## src/verilog/amrf_pkg.sv

```systemverilog
/*
  Shared constants and types for the converter selection and result block.
  Assumes a 32-bit AXI4-Lite register bus and one 100 MHz system clock.
*/
package amrf_pkg;

  // Register byte offsets.
  localparam logic [4:0] OFS_SEL   = 5'h00;
  localparam logic [4:0] OFS_CTLA  = 5'h04;
  localparam logic [4:0] OFS_CTLB  = 5'h08;
  localparam logic [4:0] OFS_RESL  = 5'h0C;
  localparam logic [4:0] OFS_RESH  = 5'h10;

  // Field positions of input_and_reference_select.
  localparam int SEL_REF_HI  = 7;
  localparam int SEL_REF_MID = 6;
  localparam int SEL_ADJ     = 5;
  localparam int SEL_REF_LO  = 4;
  localparam int SEL_CHAN_HI = 3;

  // Field positions of converter_control_a and converter_control_b.
  localparam int CTLA_ENABLE = 7;
  localparam int CTLA_START  = 6;
  localparam int CTLA_DONE   = 4;
  localparam int CTLB_BIP    = 7;
  localparam int CTLB_IPR    = 5;

  // Reset values.
  localparam logic [7:0] SEL_RESET  = 8'h00;
  localparam logic [9:0] RES_RESET  = 10'h000;

  // Conversion lengths in converter clock cycles.
  localparam int CONV_NORMAL = 13;
  localparam int CONV_LONG   = 25;

  // Result code limits.
  localparam logic [9:0] CODE_ZERO = 10'h000;
  localparam logic [9:0] CODE_MAX  = 10'h3FF;

  // Channel and reference codes.
  localparam logic [3:0] CH_BANDGAP = 4'hC;
  localparam logic [3:0] CH_GROUND  = 4'hD;
  localparam logic [3:0] CH_NONE    = 4'hE;
  localparam logic [3:0] CH_TEMP    = 4'hF;
  localparam logic [2:0] REF_VCC      = 3'h0;
  localparam logic [2:0] REF_EXT      = 3'h1;
  localparam logic [2:0] REF_1V1      = 3'h2;
  localparam logic [2:0] REF_1V1_CAP  = 3'h3;
  localparam logic [2:0] REF_2V56     = 3'h6;
  localparam logic [2:0] REF_2V56_CAP = 3'h7;
  localparam logic [2:0] PIN_TEMP     = 3'h4;

  localparam logic [1:0] RESP_OKAY   = 2'h0;
  localparam logic [1:0] RESP_SLVERR = 2'h2;

  typedef enum logic [1:0] {
    AMRF_IDLE = 2'b01,
    AMRF_RUN  = 2'b10
  } amrf_conv_t;

  // Analog routing and reference steering toward the converter core.
  typedef struct packed {
    logic       ref_vcc;
    logic       ref_ext_pin;
    logic       ref_int_1v1;
    logic       ref_int_2v56;
    logic       ref_pin_cap;
    logic       single_ended;
    logic       differential;
    logic       gain_20x;
    logic       offset_short;
    logic [2:0] pos_pin;
    logic [2:0] neg_pin;
    logic       bandgap_in;
    logic       ground_in;
    logic       temp_enable;
    logic       no_input;
  } amrf_route_t;

  typedef struct packed {
    logic        awvalid;
    logic [4:0]  awaddr;
    logic        wvalid;
    logic [31:0] wdata;
    logic [3:0]  wstrb;
    logic        bready;
    logic        arvalid;
    logic [4:0]  araddr;
    logic        rready;
  } amrf_axil_req_t;

  typedef struct packed {
    logic        awready;
    logic        wready;
    logic        bvalid;
    logic [1:0]  bresp;
    logic        arready;
    logic        rvalid;
    logic [31:0] rdata;
    logic [1:0]  rresp;
  } amrf_axil_rsp_t;

endpackage

```

## src/verilog/amrf_decode.sv

```systemverilog
/*
  Combinational decoder from the selection byte to analog routing.
  Assumes the caller registers the result before it leaves the block.
*/
`timescale 1ns/1ps
module amrf_decode
  import amrf_pkg::*;
(
  // Selection
  input  wire logic [7:0]           sel,
  // Routing
  output amrf_pkg::amrf_route_t     route
);

  logic [2:0] ref_f;
  logic [3:0] chan;

  always_comb
  begin
    ref_f = {sel[SEL_REF_HI], sel[SEL_REF_MID], sel[SEL_REF_LO]};
    chan  = sel[SEL_CHAN_HI:0];
    route = '0;
    // Codes 100 and 101 leave every reference switch open.
    route.ref_vcc      = (ref_f == REF_VCC);
    route.ref_ext_pin  = (ref_f == REF_EXT);
    route.ref_int_1v1  = (ref_f == REF_1V1) || (ref_f == REF_1V1_CAP);
    route.ref_int_2v56 = (ref_f == REF_2V56) || (ref_f == REF_2V56_CAP);
    route.ref_pin_cap  = (ref_f == REF_1V1_CAP) || (ref_f == REF_2V56_CAP);
    if (chan[3:2] == 2'b00)
    begin
      route.single_ended = 1'b1;
      route.pos_pin      = {1'b0, chan[1:0]};
    end
    else if (chan[3:2] != 2'b11)
    begin
      route.differential = 1'b1;
      route.gain_20x     = chan[0];
      route.pos_pin      = chan[3] ? 3'h0 : 3'h2;
      route.neg_pin      = {1'b0, ~chan[3], chan[1]};
      route.offset_short = ~chan[1];
    end
    else
    begin
      case (chan)
        CH_BANDGAP: route.bandgap_in = 1'b1;
        CH_GROUND:  route.ground_in  = 1'b1;
        CH_TEMP:
        begin
          route.single_ended = 1'b1;
          route.temp_enable  = 1'b1;
          route.pos_pin      = PIN_TEMP;
        end
        default:    route.no_input   = 1'b1;
      endcase
    end
  end

endmodule

```

## src/verilog/amrf_format.sv

```systemverilog
/*
  Turns the core's signed sample into the stored 10-bit result code.
  Assumes the sample is the difference scaled by 1024 over the reference,
  gain already applied, in eleven-bit two's complement.
*/
`timescale 1ns/1ps
module amrf_format
  import amrf_pkg::*;
(
  // Sample and mode
  input  wire logic signed [10:0] sample,
  input  wire logic               differential,
  input  wire logic               bipolar,
  input  wire logic               reverse,
  // Code
  output logic [9:0]              code
);

  logic signed [11:0] val;
  logic signed [11:0] half;

  always_comb
  begin
    val  = (differential && reverse && !bipolar) ? -12'(sample)
                                                 : 12'(sample);
    half = val >>> 1;
    if (differential && bipolar)
    begin
      // Half scale keeps the sign in bit 9.
      if (half > 12'sd511)
        code = 10'h1FF;
      else if (half < -12'sd512)
        code = 10'h200;
      else
        code = half[9:0];
    end
    else if (val < 12'sd0)
      code = CODE_ZERO;
    else if (val > 12'sd1023)
      code = CODE_MAX;
    else
      code = val[9:0];
  end

endmodule

```

## src/verilog/amrf_top.sv

```systemverilog
/*
  Converter selection, timing and result formatting behind AXI4-Lite.
  Assumes the analog core follows the routing outputs and presents a
  settled signed sample by the last cycle of each conversion.
*/
// Implementation choices: the address map and the AXI4-Lite interface to the registers.
`timescale 1ns/1ps
module amrf_top
  import amrf_pkg::*;
#(
  parameter int CONV_NORMAL_CYC = CONV_NORMAL,
  parameter int CONV_LONG_CYC   = CONV_LONG
)
(
  // Clock and reset
  input  wire logic                  aclk,
  input  wire logic                  aresetn,
  // AXI4-Lite slave
  input  wire amrf_pkg::amrf_axil_req_t axil_req,
  output amrf_pkg::amrf_axil_rsp_t   axil_rsp,
  // Converter core
  input  wire logic signed [10:0]    core_sample,
  output amrf_pkg::amrf_route_t      core_route,
  output logic                       core_sample_start,
  output logic                       core_busy,
  output logic                       core_long_conv
);
  import amrf_pkg::*;

  if (CONV_NORMAL_CYC < 2 || CONV_LONG_CYC < CONV_NORMAL_CYC ||
      CONV_LONG_CYC > 255)
  begin : g_bad_len
    $error("conversion lengths out of range");
  end

  typedef struct packed {
    amrf_axil_rsp_t rsp;
    logic           aw_have;
    logic [4:0]     aw_addr;
    logic           w_have;
    logic [7:0]     w_data;
    logic           w_lane;
    logic [7:0]     sel;
    logic [7:0]     active_sel;
    logic           enable;
    logic           done;
    logic           bipolar;
    logic           reverse;
    logic           ref_pending;
    logic           long_next;
    logic           long_cur;
    amrf_conv_t     conv;
    logic [7:0]     cnt;
    logic [9:0]     result;
    logic           low_read_lock;
    amrf_route_t    route;
    logic           start_pulse;
  } amrf_state_t;

  amrf_state_t s_q;
  amrf_state_t s_d;
  amrf_route_t route_new;
  logic [9:0]  code_new;

  localparam logic [7:0] LEN_NORMAL = 8'(CONV_NORMAL_CYC);
  localparam logic [7:0] LEN_LONG   = 8'(CONV_LONG_CYC);

  // Result word as software sees it, adjusted by the live selection bit.
  function automatic logic [15:0] adjusted(input logic [9:0] res,
                                           input logic       left);
    adjusted = left ? {res, 6'h00} : {6'h00, res};
  endfunction

  function automatic logic mapped(input logic [4:0] a);
    mapped = (a == OFS_SEL) || (a == OFS_CTLA) || (a == OFS_CTLB) ||
             (a == OFS_RESL) || (a == OFS_RESH);
  endfunction

  amrf_decode u_decode (
    .sel   (s_q.sel),
    .route (route_new)
  );

  amrf_format u_format (
    .sample       (core_sample),
    .differential (s_q.route.differential),
    .bipolar      (s_q.bipolar),
    .reverse      (s_q.reverse),
    .code         (code_new)
  );

  always_comb
  begin
    logic        do_write;
    logic        do_read;
    logic        last_cyc;
    logic        start_req;
    logic        finish;
    logic [15:0] res_word;
    logic [7:0]  rd_byte;
    do_write  = 1'b0;
    do_read   = 1'b0;
    last_cyc  = 1'b0;
    start_req = 1'b0;
    finish    = 1'b0;
    res_word  = adjusted(s_q.result, s_q.sel[SEL_ADJ]);
    rd_byte   = 8'h00;
    s_d       = s_q;
    s_d.start_pulse = 1'b0;

    // Write channel: address and data are accepted in either order.
    if (axil_req.awvalid && s_q.rsp.awready)
    begin
      s_d.aw_have     = 1'b1;
      s_d.aw_addr     = axil_req.awaddr;
      s_d.rsp.awready = 1'b0;
    end
    if (axil_req.wvalid && s_q.rsp.wready)
    begin
      s_d.w_have     = 1'b1;
      s_d.w_data     = axil_req.wdata[7:0];
      s_d.w_lane     = axil_req.wstrb[0];
      s_d.rsp.wready = 1'b0;
    end
    if (s_q.aw_have && s_q.w_have && !s_q.rsp.bvalid)
    begin
      do_write       = s_q.w_lane;
      s_d.aw_have    = 1'b0;
      s_d.w_have     = 1'b0;
      s_d.rsp.bvalid = 1'b1;
      s_d.rsp.bresp  = mapped(s_q.aw_addr) ? RESP_OKAY : RESP_SLVERR;
    end
    if (s_q.rsp.bvalid && axil_req.bready)
    begin
      s_d.rsp.bvalid  = 1'b0;
      s_d.rsp.awready = 1'b1;
      s_d.rsp.wready  = 1'b1;
    end

    // Read channel.
    if (axil_req.arvalid && s_q.rsp.arready)
    begin
      do_read         = 1'b1;
      s_d.rsp.arready = 1'b0;
      s_d.rsp.rvalid  = 1'b1;
      s_d.rsp.rresp   = mapped(axil_req.araddr) ? RESP_OKAY : RESP_SLVERR;
      case (axil_req.araddr)
        OFS_SEL:  rd_byte = s_q.sel;
        OFS_CTLA:
        begin
          rd_byte[CTLA_ENABLE] = s_q.enable;
          rd_byte[CTLA_START]  = (s_q.conv == AMRF_RUN);
          rd_byte[CTLA_DONE]   = s_q.done;
        end
        OFS_CTLB:
        begin
          rd_byte[CTLB_BIP] = s_q.bipolar;
          rd_byte[CTLB_IPR] = s_q.reverse;
        end
        OFS_RESL:
        begin
          rd_byte           = res_word[7:0];
          s_d.low_read_lock = 1'b1;
        end
        OFS_RESH:
        begin
          rd_byte           = res_word[15:8];
          s_d.low_read_lock = 1'b0;
        end
        default:  rd_byte = 8'h00;
      endcase
      s_d.rsp.rdata = {24'h000000, rd_byte};
    end
    if (s_q.rsp.rvalid && axil_req.rready)
    begin
      s_d.rsp.rvalid  = 1'b0;
      s_d.rsp.arready = 1'b1;
    end

    // Register writes.
    if (do_write)
    begin
      case (s_q.aw_addr)
        OFS_SEL:  s_d.sel = s_q.w_data;
        OFS_CTLA:
        begin
          s_d.enable = s_q.w_data[CTLA_ENABLE];
          start_req  = s_q.w_data[CTLA_START] && s_q.w_data[CTLA_ENABLE];
          if (s_q.w_data[CTLA_DONE])
            s_d.done = 1'b0;
        end
        OFS_CTLB:
        begin
          s_d.bipolar = s_q.w_data[CTLB_BIP];
          s_d.reverse = s_q.w_data[CTLB_IPR];
        end
        default:  s_d.sel = s_q.sel;
      endcase
    end

    // Conversion sequencing.
    case (s_q.conv)
      AMRF_IDLE:
      begin
        if (start_req)
        begin
          s_d.conv        = AMRF_RUN;
          s_d.cnt         = s_q.long_next ? LEN_LONG : LEN_NORMAL;
          s_d.long_cur    = s_q.long_next;
          s_d.long_next   = 1'b0;
          s_d.start_pulse = 1'b1;
        end
      end
      AMRF_RUN:
      begin
        last_cyc = (s_q.cnt == 8'h01);
        if (!s_d.enable)
          s_d.conv = AMRF_IDLE;
        else if (last_cyc)
        begin
          finish   = 1'b1;
          s_d.conv = AMRF_IDLE;
        end
        else
          s_d.cnt = s_q.cnt - 8'h01;
      end
      default:  s_d.conv = AMRF_IDLE;
    endcase

    // Selection is locked while converting and tracks software otherwise.
    if (s_q.conv != AMRF_RUN || last_cyc)
    begin
      s_d.active_sel = s_q.sel;
      s_d.route      = route_new;
    end
    // A reference change arms a long conversion; it may land mid-run.
    if (s_q.sel[SEL_REF_HI:SEL_REF_MID] !=
          s_q.active_sel[SEL_REF_HI:SEL_REF_MID] ||
        s_q.sel[SEL_REF_LO] != s_q.active_sel[SEL_REF_LO])
      s_d.ref_pending = 1'b1;
    if (s_q.ref_pending && (s_q.conv != AMRF_RUN || last_cyc))
    begin
      s_d.ref_pending = 1'b0;
      s_d.long_next   = 1'b1;
    end

    // A finished result is dropped while a low byte read awaits its high.
    if (finish && !s_d.low_read_lock && !s_q.low_read_lock)
    begin
      s_d.result = code_new;
      s_d.done   = 1'b1;
    end
  end

  always_ff @(posedge aclk)
  begin
    if (!aresetn)
    begin
      s_q             <= '0;
      s_q.rsp.awready <= 1'b1;
      s_q.rsp.wready  <= 1'b1;
      s_q.rsp.arready <= 1'b1;
      s_q.sel         <= SEL_RESET;
      s_q.active_sel  <= SEL_RESET;
      s_q.conv        <= AMRF_IDLE;
      s_q.result      <= RES_RESET;
      s_q.long_next   <= 1'b1;
    end
    else
      s_q <= s_d;
  end

  assign axil_rsp          = s_q.rsp;
  assign core_route        = s_q.route;
  assign core_sample_start = s_q.start_pulse;
  assign core_busy         = (s_q.conv == AMRF_RUN);
  assign core_long_conv    = s_q.long_cur;

endmodule

```

## config.mk

```make
export PLATFORM = sky130hd
export DESIGN_NAME = amrf_top
export DESIGN_NICKNAME = d
export VERILOG_FILES = /design/src/verilog/amrf_pkg.sv /design/src/verilog/amrf_decode.sv /design/src/verilog/amrf_format.sv /design/src/verilog/amrf_top.sv
export SDC_FILE = /design/constraint.sdc
export NUM_CORES = 1
export LEC_CHECK = 0
export BUFFER_PORTS_ARGS = -buffer_cell sky130_fd_sc_hd__buf_4
export CAP_MARGIN = 20
export CORE_UTILIZATION = 47
export CTS_BUF_LIST = sky130_fd_sc_hd__clkbuf_8 sky130_fd_sc_hd__clkbuf_16
export DETAILED_ROUTE_END_ITERATION = 10
export GPL_TIMING_DRIVEN = 0
export PLACE_DENSITY = 0.76
export SLEW_MARGIN = 0
export SYNTH_ARGS = -nofsm -noshare
export SYNTH_HDL_FRONTEND = slang
export SYNTH_SLANG_ARGS = --single-unit
```

## constraint.sdc

```tcl
create_clock -name aclk -period 2 [get_ports aclk]
set_input_delay 0.2 -clock aclk [delete_from_list [all_inputs] [get_ports aclk]]
set_output_delay 0.2 -clock aclk [all_outputs]
set_load 0.02 [all_outputs]
```

## After elaboration in Yosys (flattened, before gate mapping)

Cells that the tools add are included.

| storage, ports and cells | value |
|---|---|
| ROM bits | 0 |
| word-level logic and storage cells | 181 |
| bits in latches | 0 |
| bits in writable memories | 0 |
| register bits after elaboration | 97 |
| output and inout port bits | 63 |
| memories | 0 |

| cells by class | value |
|---|---|
| multiplexer cells | 52 |
| divide/modulo/power cells | 0 |
| $lt $le $gt $ge | 4 |
| shift operators | 0 |
| multipliers | 0 |
| bitwise logic cells | 3 |
| $add $sub $neg | 2 |
| eq/ne operators | 27 |
| reductions and logical operators | 51 |

Operator list:

| kind | number |
|---|---|
| $mux 10 | 6 |
| $eq 5x4->1 const B | 4 |
| $mux 1 | 17 |
| $mux 16 | 1 |
| $mux 2 | 8 |
| $mux 8 | 2 |
| $pmux 8 s2 | 1 |
| $mux 3 | 5 |
| $logic_and 1x1->1 | 14 |
| $logic_or 1x1->1 | 13 |
| $eq 4x4->1 const B | 3 |
| $gt 12x11->1 const B | 1 |
| $lt 12x1->1 const B | 1 |
| $mux 12 | 1 |
| $neg 11->12 | 1 |
| $pmux 1 s4 | 3 |
| $pmux 4 s3 | 1 |
| $gt 11x10->1 const B | 1 |
| $lt 11x10->1 const B | 1 |
| $eq 5x3->1 const B | 2 |
| $eq 5x5->1 const B | 2 |
| $logic_not 5->1 | 2 |
| $reduce_and 2->1 | 5 |
| $eq 8x1->1 const B | 1 |
| 26 further kinds | 43 |

## Depth between registers and ports, before layout

Gate-level depths: netlist (run 1).

| logic depth | value |
|---|---|
| word-level depth | 10 |
| gate-level depth with buffers | 8 |

## Modules after synthesis

A second synthesis (run 1) with hierarchy kept.

| second synthesis, totals | value |
|---|---|
| cell total of the unflattened synthesis | 601 |
| area, all modules | 4847.1 um2 |

By module, submodules not included:

| module | sequential area each (um2) | cells each | area each (um2) | times used |
|---|---|---|---|---|
| amrf_top | 1801.7 | 510 | 4191.5 | 1 |
| amrf_format | 0.0 | 67 | 456.7 | 1 |
| amrf_decode | 0.0 | 24 | 198.9 | 1 |

## Worst setup path before layout (run 1)

OpenSTA, ideal clock, no wires.

| timing | value |
|---|---|
| path type | register -> register |
| start | register s_q[31] (netlist name) |
| end | register s_q[21] (netlist name) |
| data arrival time | 1.930 ns |
| stages on the path, launching flop included | 7 |
| path slack | -0.055 ns |
| setup time | 0.126 ns |
| cell sequence | dfxtp_1 -> ha_1 -> or3b_2 -> or4_4 -> a221oi_4 -> buf_2 -> a31oi_1 |

| between the ends | value |
|---|---|
| cells in the longest elaborated chain, start to end | 6 |

RTL lines:

| what | line | source |
|---|---|---|
| start: declaration | amrf_top.sv:60 | `amrf_state_t s_q;` |
| $eq 8x1->1 | amrf_top.sv:216 | `last_cyc = (s_q.cnt == 8'h01);` |
| $mux 1 | amrf_top.sv:219 | `else if (last_cyc)` |
| $mux 1 | amrf_top.sv:217 | `if (!s_d.enable)` |
| $mux 1 | amrf_top.sv:202 | `case (s_q.conv)` |
| $logic_and 1x1->1 (2 in series) | amrf_top.sv:248 | `if (finish && !s_d.low_read_lock && !s_q.low_read_lock)` |

No other way between the ends.
A chain may end at the register's enable or synchronous reset.

## Final worst setup path (run 1)

| timing | value |
|---|---|
| start | register s_q[32] (netlist name) |
| end | register s_q[29] (netlist name) |

Same word-level chain as after synthesis.

==> results of run 1 <==
## metal layers
| metal | vias up | share of wire (%) |
|---|---|---|
| li1 | 2120 | - |
| met1 | 2001 | 42 |
| met2 | 141 | 51 |
| met3 | 21 | 4.6 |
| met4 | 0 | 2.1 |
| met5 | - | 0 |
## worst paths after layout
check | from | endpoint | slack [ns] | cells past startpoint
setup / recovery | s_q[32] | s_q[29] | -0.24 | 8
hold / removal | axil_req[44] | axil_rsp[39] | 0.02 | 2
setup reg to reg | s_q[32] | s_q[29] | -0.24 | 8
hold reg to reg | core_route[15] | core_route[15] | 0.46 | 2
## cell families after synthesis
| group | synth area share, % |
|---|---|
| simple gates | 20.5 |
| other cells | 0.0824 |
| mux | 4.07 |
| compound gates | 18.8 |
| flops | 38.7 |
| xor+xnor | 2.12 |
| fa+ha+maj | 1.65 |
| buf+inv | 14.0 |
## critical path, cell delays in order (launching register included)
cell	delay, ns
dfxtp_2	0.33
inv_2	0.06
ha_4	0.11
or3b_4	0.38
or4_4	0.51
a221oi_4	0.35
buf_6	0.18
o21ai_1	0.07
a31oi_1	0.16
## power by group through the flow
stage / combinational, mW / clock (mW) / sequential [mW]
finish: 0.453 / 1.37 / 1.83
global route: 0.492 / 1.45 / 1.83
CTS: 0.447 / 1.37 / 1.82
detailed placement: 0.441 / 0 / 1.87
global placement: 0.433 / 0 / 1.86
floorplan: 0.293 / 0 / 1.86
## final cells by class
class	instances	area, um2	area share, %
Inverter	16	60.1	1.02
Clock inverter	7	95.1	1.62
Timing Repair Buffer	85	659	11.2
Buffer	90	601	10.2
Sequential cell	88	1770	30.1
Clock buffer	9	124	2.11
Multi-Input combinational cell	390	2400	40.9
Tap cell	129	161	2.75
## layout by cell type, fill, tap and decap left out, drive strengths merged, types with 4 or more instances in the layout
| master | instances |
|---|---|
| a21oi | 48 |
| conb | 27 |
| dfxtp | 88 |
| nor4 | 10 |
| nand2 | 72 |
| xor2 | 8 |
| or4 | 4 |
| a221oi | 6 |
| clkbuf | 31 |
| ha | 6 |
| inv | 17 |
| a31oi | 11 |
| buf | 153 |
| nor2 | 52 |
| nor3 | 9 |
| o21ai | 30 |
| mux2i | 14 |
| and2 | 4 |
| a211oi | 7 |
| nand2b | 6 |
| nand3b | 5 |
| nand3 | 19 |
| a311oi | 5 |
## through the flow
| stage | setup WS (ns) | area (um2) | hold WS [ns] | TNS (ns) | total power [mW] |
|---|---|---|---|---|---|
| after floorplan | 0.0117 | 4660 | 0.300 | 0 | 2.15 |
| after global placement | -0.309 | 5330 | 0.405 | -5.85 | 2.30 |
| after detailed placement | -0.381 | 5330 | 0.409 | -7.63 | 2.31 |
| after CTS | -0.164 | 5710 | 0.0349 | -1.59 | 3.64 |
| after global routing | -0.331 | 5870 | 0.0372 | -3.74 | 3.77 |
| final | -0.239 | 5870 | 0.0172 | -2.45 | 3.65 |
## registers in the layout, indices dropped and copies added, names as in the netlist
| name | cells |
|---|---|
| core_sample_start | 1 |
| s_q | 54 |
| core_route | 17 |
| core_long_conv | 1 |
| axil_rsp | 15 |
## timing repair
action | CTS | global route
buffers inserted | 8 | 7
pin swaps | 3 | 10
resized for setup | 26 | 24
setup endpoints to repair | 35 | 26
cloned | 1 | 0
==> flow_summary.yaml, run 1 <==
yosys:
  syn_area_mm2: 0.00455
  synth_top_area_cell: "dfxtp_1"
  synthDistinctLibCells: 61
  synth-main-ff-cell: "dfxtp_1"
  yosysWarningCount: 0
  netlist_instances: 560
  synth_edf_count: 0
  yosys-top-cells-count: "dfxtp_1 (88), nand2_1 (72), buf_4 (60)"
  yosys-top-cells-area: "dfxtp_1 (39%), buf_4 (9.9%), nand2_1 (5.9%)"
  yosys.area.top_type_share_pct: 38.7
  ys_seq_area_share_pct: 38.7
  syn_avg_cell_area_um2: 8.13
  postSynth.asyncResetShare_pct: 0
  yosysMostFrequentCell: "dfxtp_1"
  synth_seq_cells: 88
cells_and_area:
  diodes: 0
  drive_gt1_share_pct: 30.2
  post-route-util_pct: 63.0
  fin_nets: 750
  stdcell_count: 814
  nFillCells: 835
  area_growth_pct: 29.0
floorplan:
  ios: 127
  initial_core_util_pct: 48.8
  die_h_um: 100
  die_w_um: 100
  die_area_mm2: 0.0101
  core-area_mm2: 0.00933
  fp-row-count: 35
critical_path:
  cp-start-kind: "register"
  critPathRequiredTime_ns: 2.30
  critPathKind: "reg2reg"
  cp-end-kind: "register"
  arrival_ns: 2.54
  cp_max_fo: 5
power_and_ir_drop:
  p_leak_nw: 2.52
  seq_power_share_pct: 50.1
  ir_drop_mv: 0.278
  internal-power_mw: 2.70
  p_sw_share_pct: 26.1
  powerDensity_mw_per_mm2: 621
  p_clk_share_pct: 37.5
  p_comb_share_pct: 12.4
  switchingPower_uw: 952
grt:
  grt_pass1_vias: 3943
  grt_usage_pct: 23.3
  met1_usage_pct: 28.3
  busiest_layer: "met2"
  grt_pass1_wl_mm: 18.6
  overflow: 0
  grt_use_met3_pct: 2.65
  grt_use_met2_pct: 41.0
  grt_max_degree: 16
  antenna_found_initial: 0
sta:
  fmax_mhz: 447
  finalCriticalPeriod_ns: 2.24
  final_hold_viol_count: 0
  post-route-period-util_pct: 112
  finalMaxSlewViolations: 0
  setup_ws_ns: -0.239
  fin_skew_ns: 0.00966
  rsz0062_at_grt: "yes"
  worstMarginPinSlew_ns: 0.758
  relSlewSlack_pct: 49.3
  setup_violations: 17
clock_tree:
  clockBufferDepth: 2
  cts_buffers: 9
  cts-htree-levels: 3
  cts-root-buf: "clkbuf_8"
  hold_buffers: 0
  clk_latency_ns: 0.37
  clk_pin_slew_ns: 0.09
  cts_tree: "built"
  cts.sinks: 88
outcome:
  violations: "negative setup slack"
  status: "finished, violations left"
place:
  gp_congestion: 0.849
  placed_cells: 784
  dpl.hpwl_mm: 8.41
  port_buffers: 68
routing:
  vias: 4283
  drt_drc_violations_left: 0
  ant_nets: 0
  via_per_inst: 5.26
  first_pass_iters: 5
  wl_per_cell_um: 14.5
  first_iter_violations: 222
  wirelength_mm: 11.8
worst_hold_path:
  hold_path.class: "in2reg"
run:
  cap_viol_max_count: 0
(Power assumes the default switching activity.)
==> inputs of run 2 (changes only) <==
- PLACE_DENSITY: 0.76 -> 0.79
==> run 2 against run 1 <==
  * The run still ends with negative setup slack left
  * Combinational power hardly changed
  * Wire length is 2.1% lower
  * Sequential share of layout area is 0.89 points higher
  * Critical path type unchanged
==> flow_summary.yaml, run 2 (same netlist as run 1, synthesis figures left out) <==
grt:
  overflow: 0
  grt_pass1_vias: 3897
  grt_max_degree: 14
  grt_usage_pct: 22.9
  grt_pass1_wl_mm: 18.0
  antenna_found_initial: 0
critical_path:
  cp_slowest_cell: "or4_4"
  path_cells: "or4_4, or4_4, a221oi_4, buf_6, o21ai_1, a31oi_1"
  cp-end-kind: "register"
  critPathRequiredTime_ns: 2.28
  critPathKind: "reg2reg"
  critPathMaxStageDelay_ns: 0.53
  cp_max_fo: 5
  cp_common_cell: "or4_4"
  cp-start-kind: "register"
  r2r_setup_slack_ns: -0.20
  arrival_ns: 2.48
clock_tree:
  cts_tree: "built"
  cts.sinks: 88
  clockBufferDepth: 2
  cts_buffers: 9
  cts-root-buf: "clkbuf_8"
  clk_pin_slew_ns: 0.08
  clk_latency_ns: 0.36
  hold_buffers: 0
  cts-htree-levels: 3
cells_and_area:
  drive_gt1_share_pct: 28.7
  final_cell_mix: "buf_4 (139), dfxtp_1 (83), nand2_1 (71), nor2_1 (51), a21oi_1 (47)"
  area_growth_pct: 25.4
  final_common_cell: "buf_4"
  regMostFlops: "s_q"
  largest_register_ffs: 54
  diodes: 0
  stdcell_count: 806
  final_area_mm2: 0.00571
  fin_nets: 744
worst_hold_path:
  hold_path.class: "in2reg"
sta:
  setup_violations: 14
  setup_ws_ns: -0.196
  worstMarginPinSlew_ns: 0.752
  rsz0062_at_grt: "yes"
  finalCriticalPeriod_ns: 2.20
  relSlewSlack_pct: 49.8
  finalMaxSlewViolations: 0
  final_hold_viol_count: 0
  fmax_mhz: 455
  fin_skew_ns: 0.00776
  post-route-period-util_pct: 110
place:
  gp_congestion: 0.858
  port_buffers: 68
  placed_cell_area_mm2: 0.00533
  placed_cells: 783
  dpl.hpwl_mm: 8.36
routing:
  via_per_inst: 5.33
  first_iter_violations: 217
  drt_drc_violations_left: 0
  first_pass_iters: 7
  vias: 4298
  wirelength_mm: 11.5
  ant_nets: 0
  wl_per_cell_um: 14.3
power_and_ir_drop:
  powerDensity_mw_per_mm2: 585
  ir_drop_mv: 0.281
  p_leak_nw: 2.45
run:
  cap_viol_max_count: 0
outcome:
  status: "finished, violations left"
  violations: "negative setup slack"
floorplan:
  die_h_um: 100
  fp-row-count: 35
  die_area_mm2: 0.0101
  initial_core_util_pct: 48.8
  core-area_mm2: 0.00933
  die_w_um: 100
  ios: 127
## run 2: timing repair
action | in CTS | in global routing
resized for setup | 24 | 19
gates cloned | 1 | 0
setup buffers | 7 | 3
pin swaps | 4 | 6
endpoints found under the setup margin | 37 | 22
## run 2: per-stage QoR
step | util, % | hold slack (ns) | worst slack, ns | TNS [ns] | total power [mW]
global placement | 57.1 | 0.409 | -0.289 | -5.94 | 2.30
CTS | 60.4 | 0.0398 | -0.170 | -1.59 | 3.35
detailed placement | 57.1 | 0.412 | -0.354 | -7.44 | 2.31
global route | 61.2 | 0.0653 | -0.264 | -3.05 | 3.48
finish | 61.2 | 0.0427 | -0.196 | -2.01 | 3.34
floorplan | - | 0.300 | 0.0117 | 0 | 2.15
## run 2: area by class of cell
type | count | area (um2)
Fill cell | 841 | 3620
Multi-Input combinational cell | 390 | 2370
Sequential cell | 88 | 1770
Timing Repair Buffer | 80 | 606
Buffer | 89 | 583
Tap cell | 129 | 161
Clock buffer | 10 | 138
Inverter | 16 | 60.1
Clock inverter | 4 | 22.5
## run 2: path summary, 6_finish.rpt
kind	startpoint	endpoint	cells past startpoint
worst max-delay path	s_q[35]	s_q[27]	6
worst min-delay path	axil_req[44]	axil_rsp[39]	2
worst max register to register	s_q[35]	s_q[27]	6
worst min register to register	core_route[16]	core_route[16]	2
## run 2: critical path: cells and delay by family (launching register included)
kind | cells | cell delay (ns)
simple gates | 2 | 1.04
compound gates | 3 | 0.54
flops | 1 | 0.37
buf+inv | 1 | 0.18
## run 2: report_power, final
| group | internal, mW | leakage, nW | switching, mW |
|---|---|---|---|
| logic | 0.196 | 1.65 | 0.257 |
| clock network | 0.465 | 0.0838 | 0.600 |
| registers | 1.79 | 0.718 | 0.0322 |
## run 2: routing by layer
layer	track usage (%)	routed length [um]	vias to the layer above
met5	0	0	-
met1	26.8	4800	2033
met4	9.70	255	0
li1	-	-	2101
met2	41.9	5950	142
met3	2.99	543	22
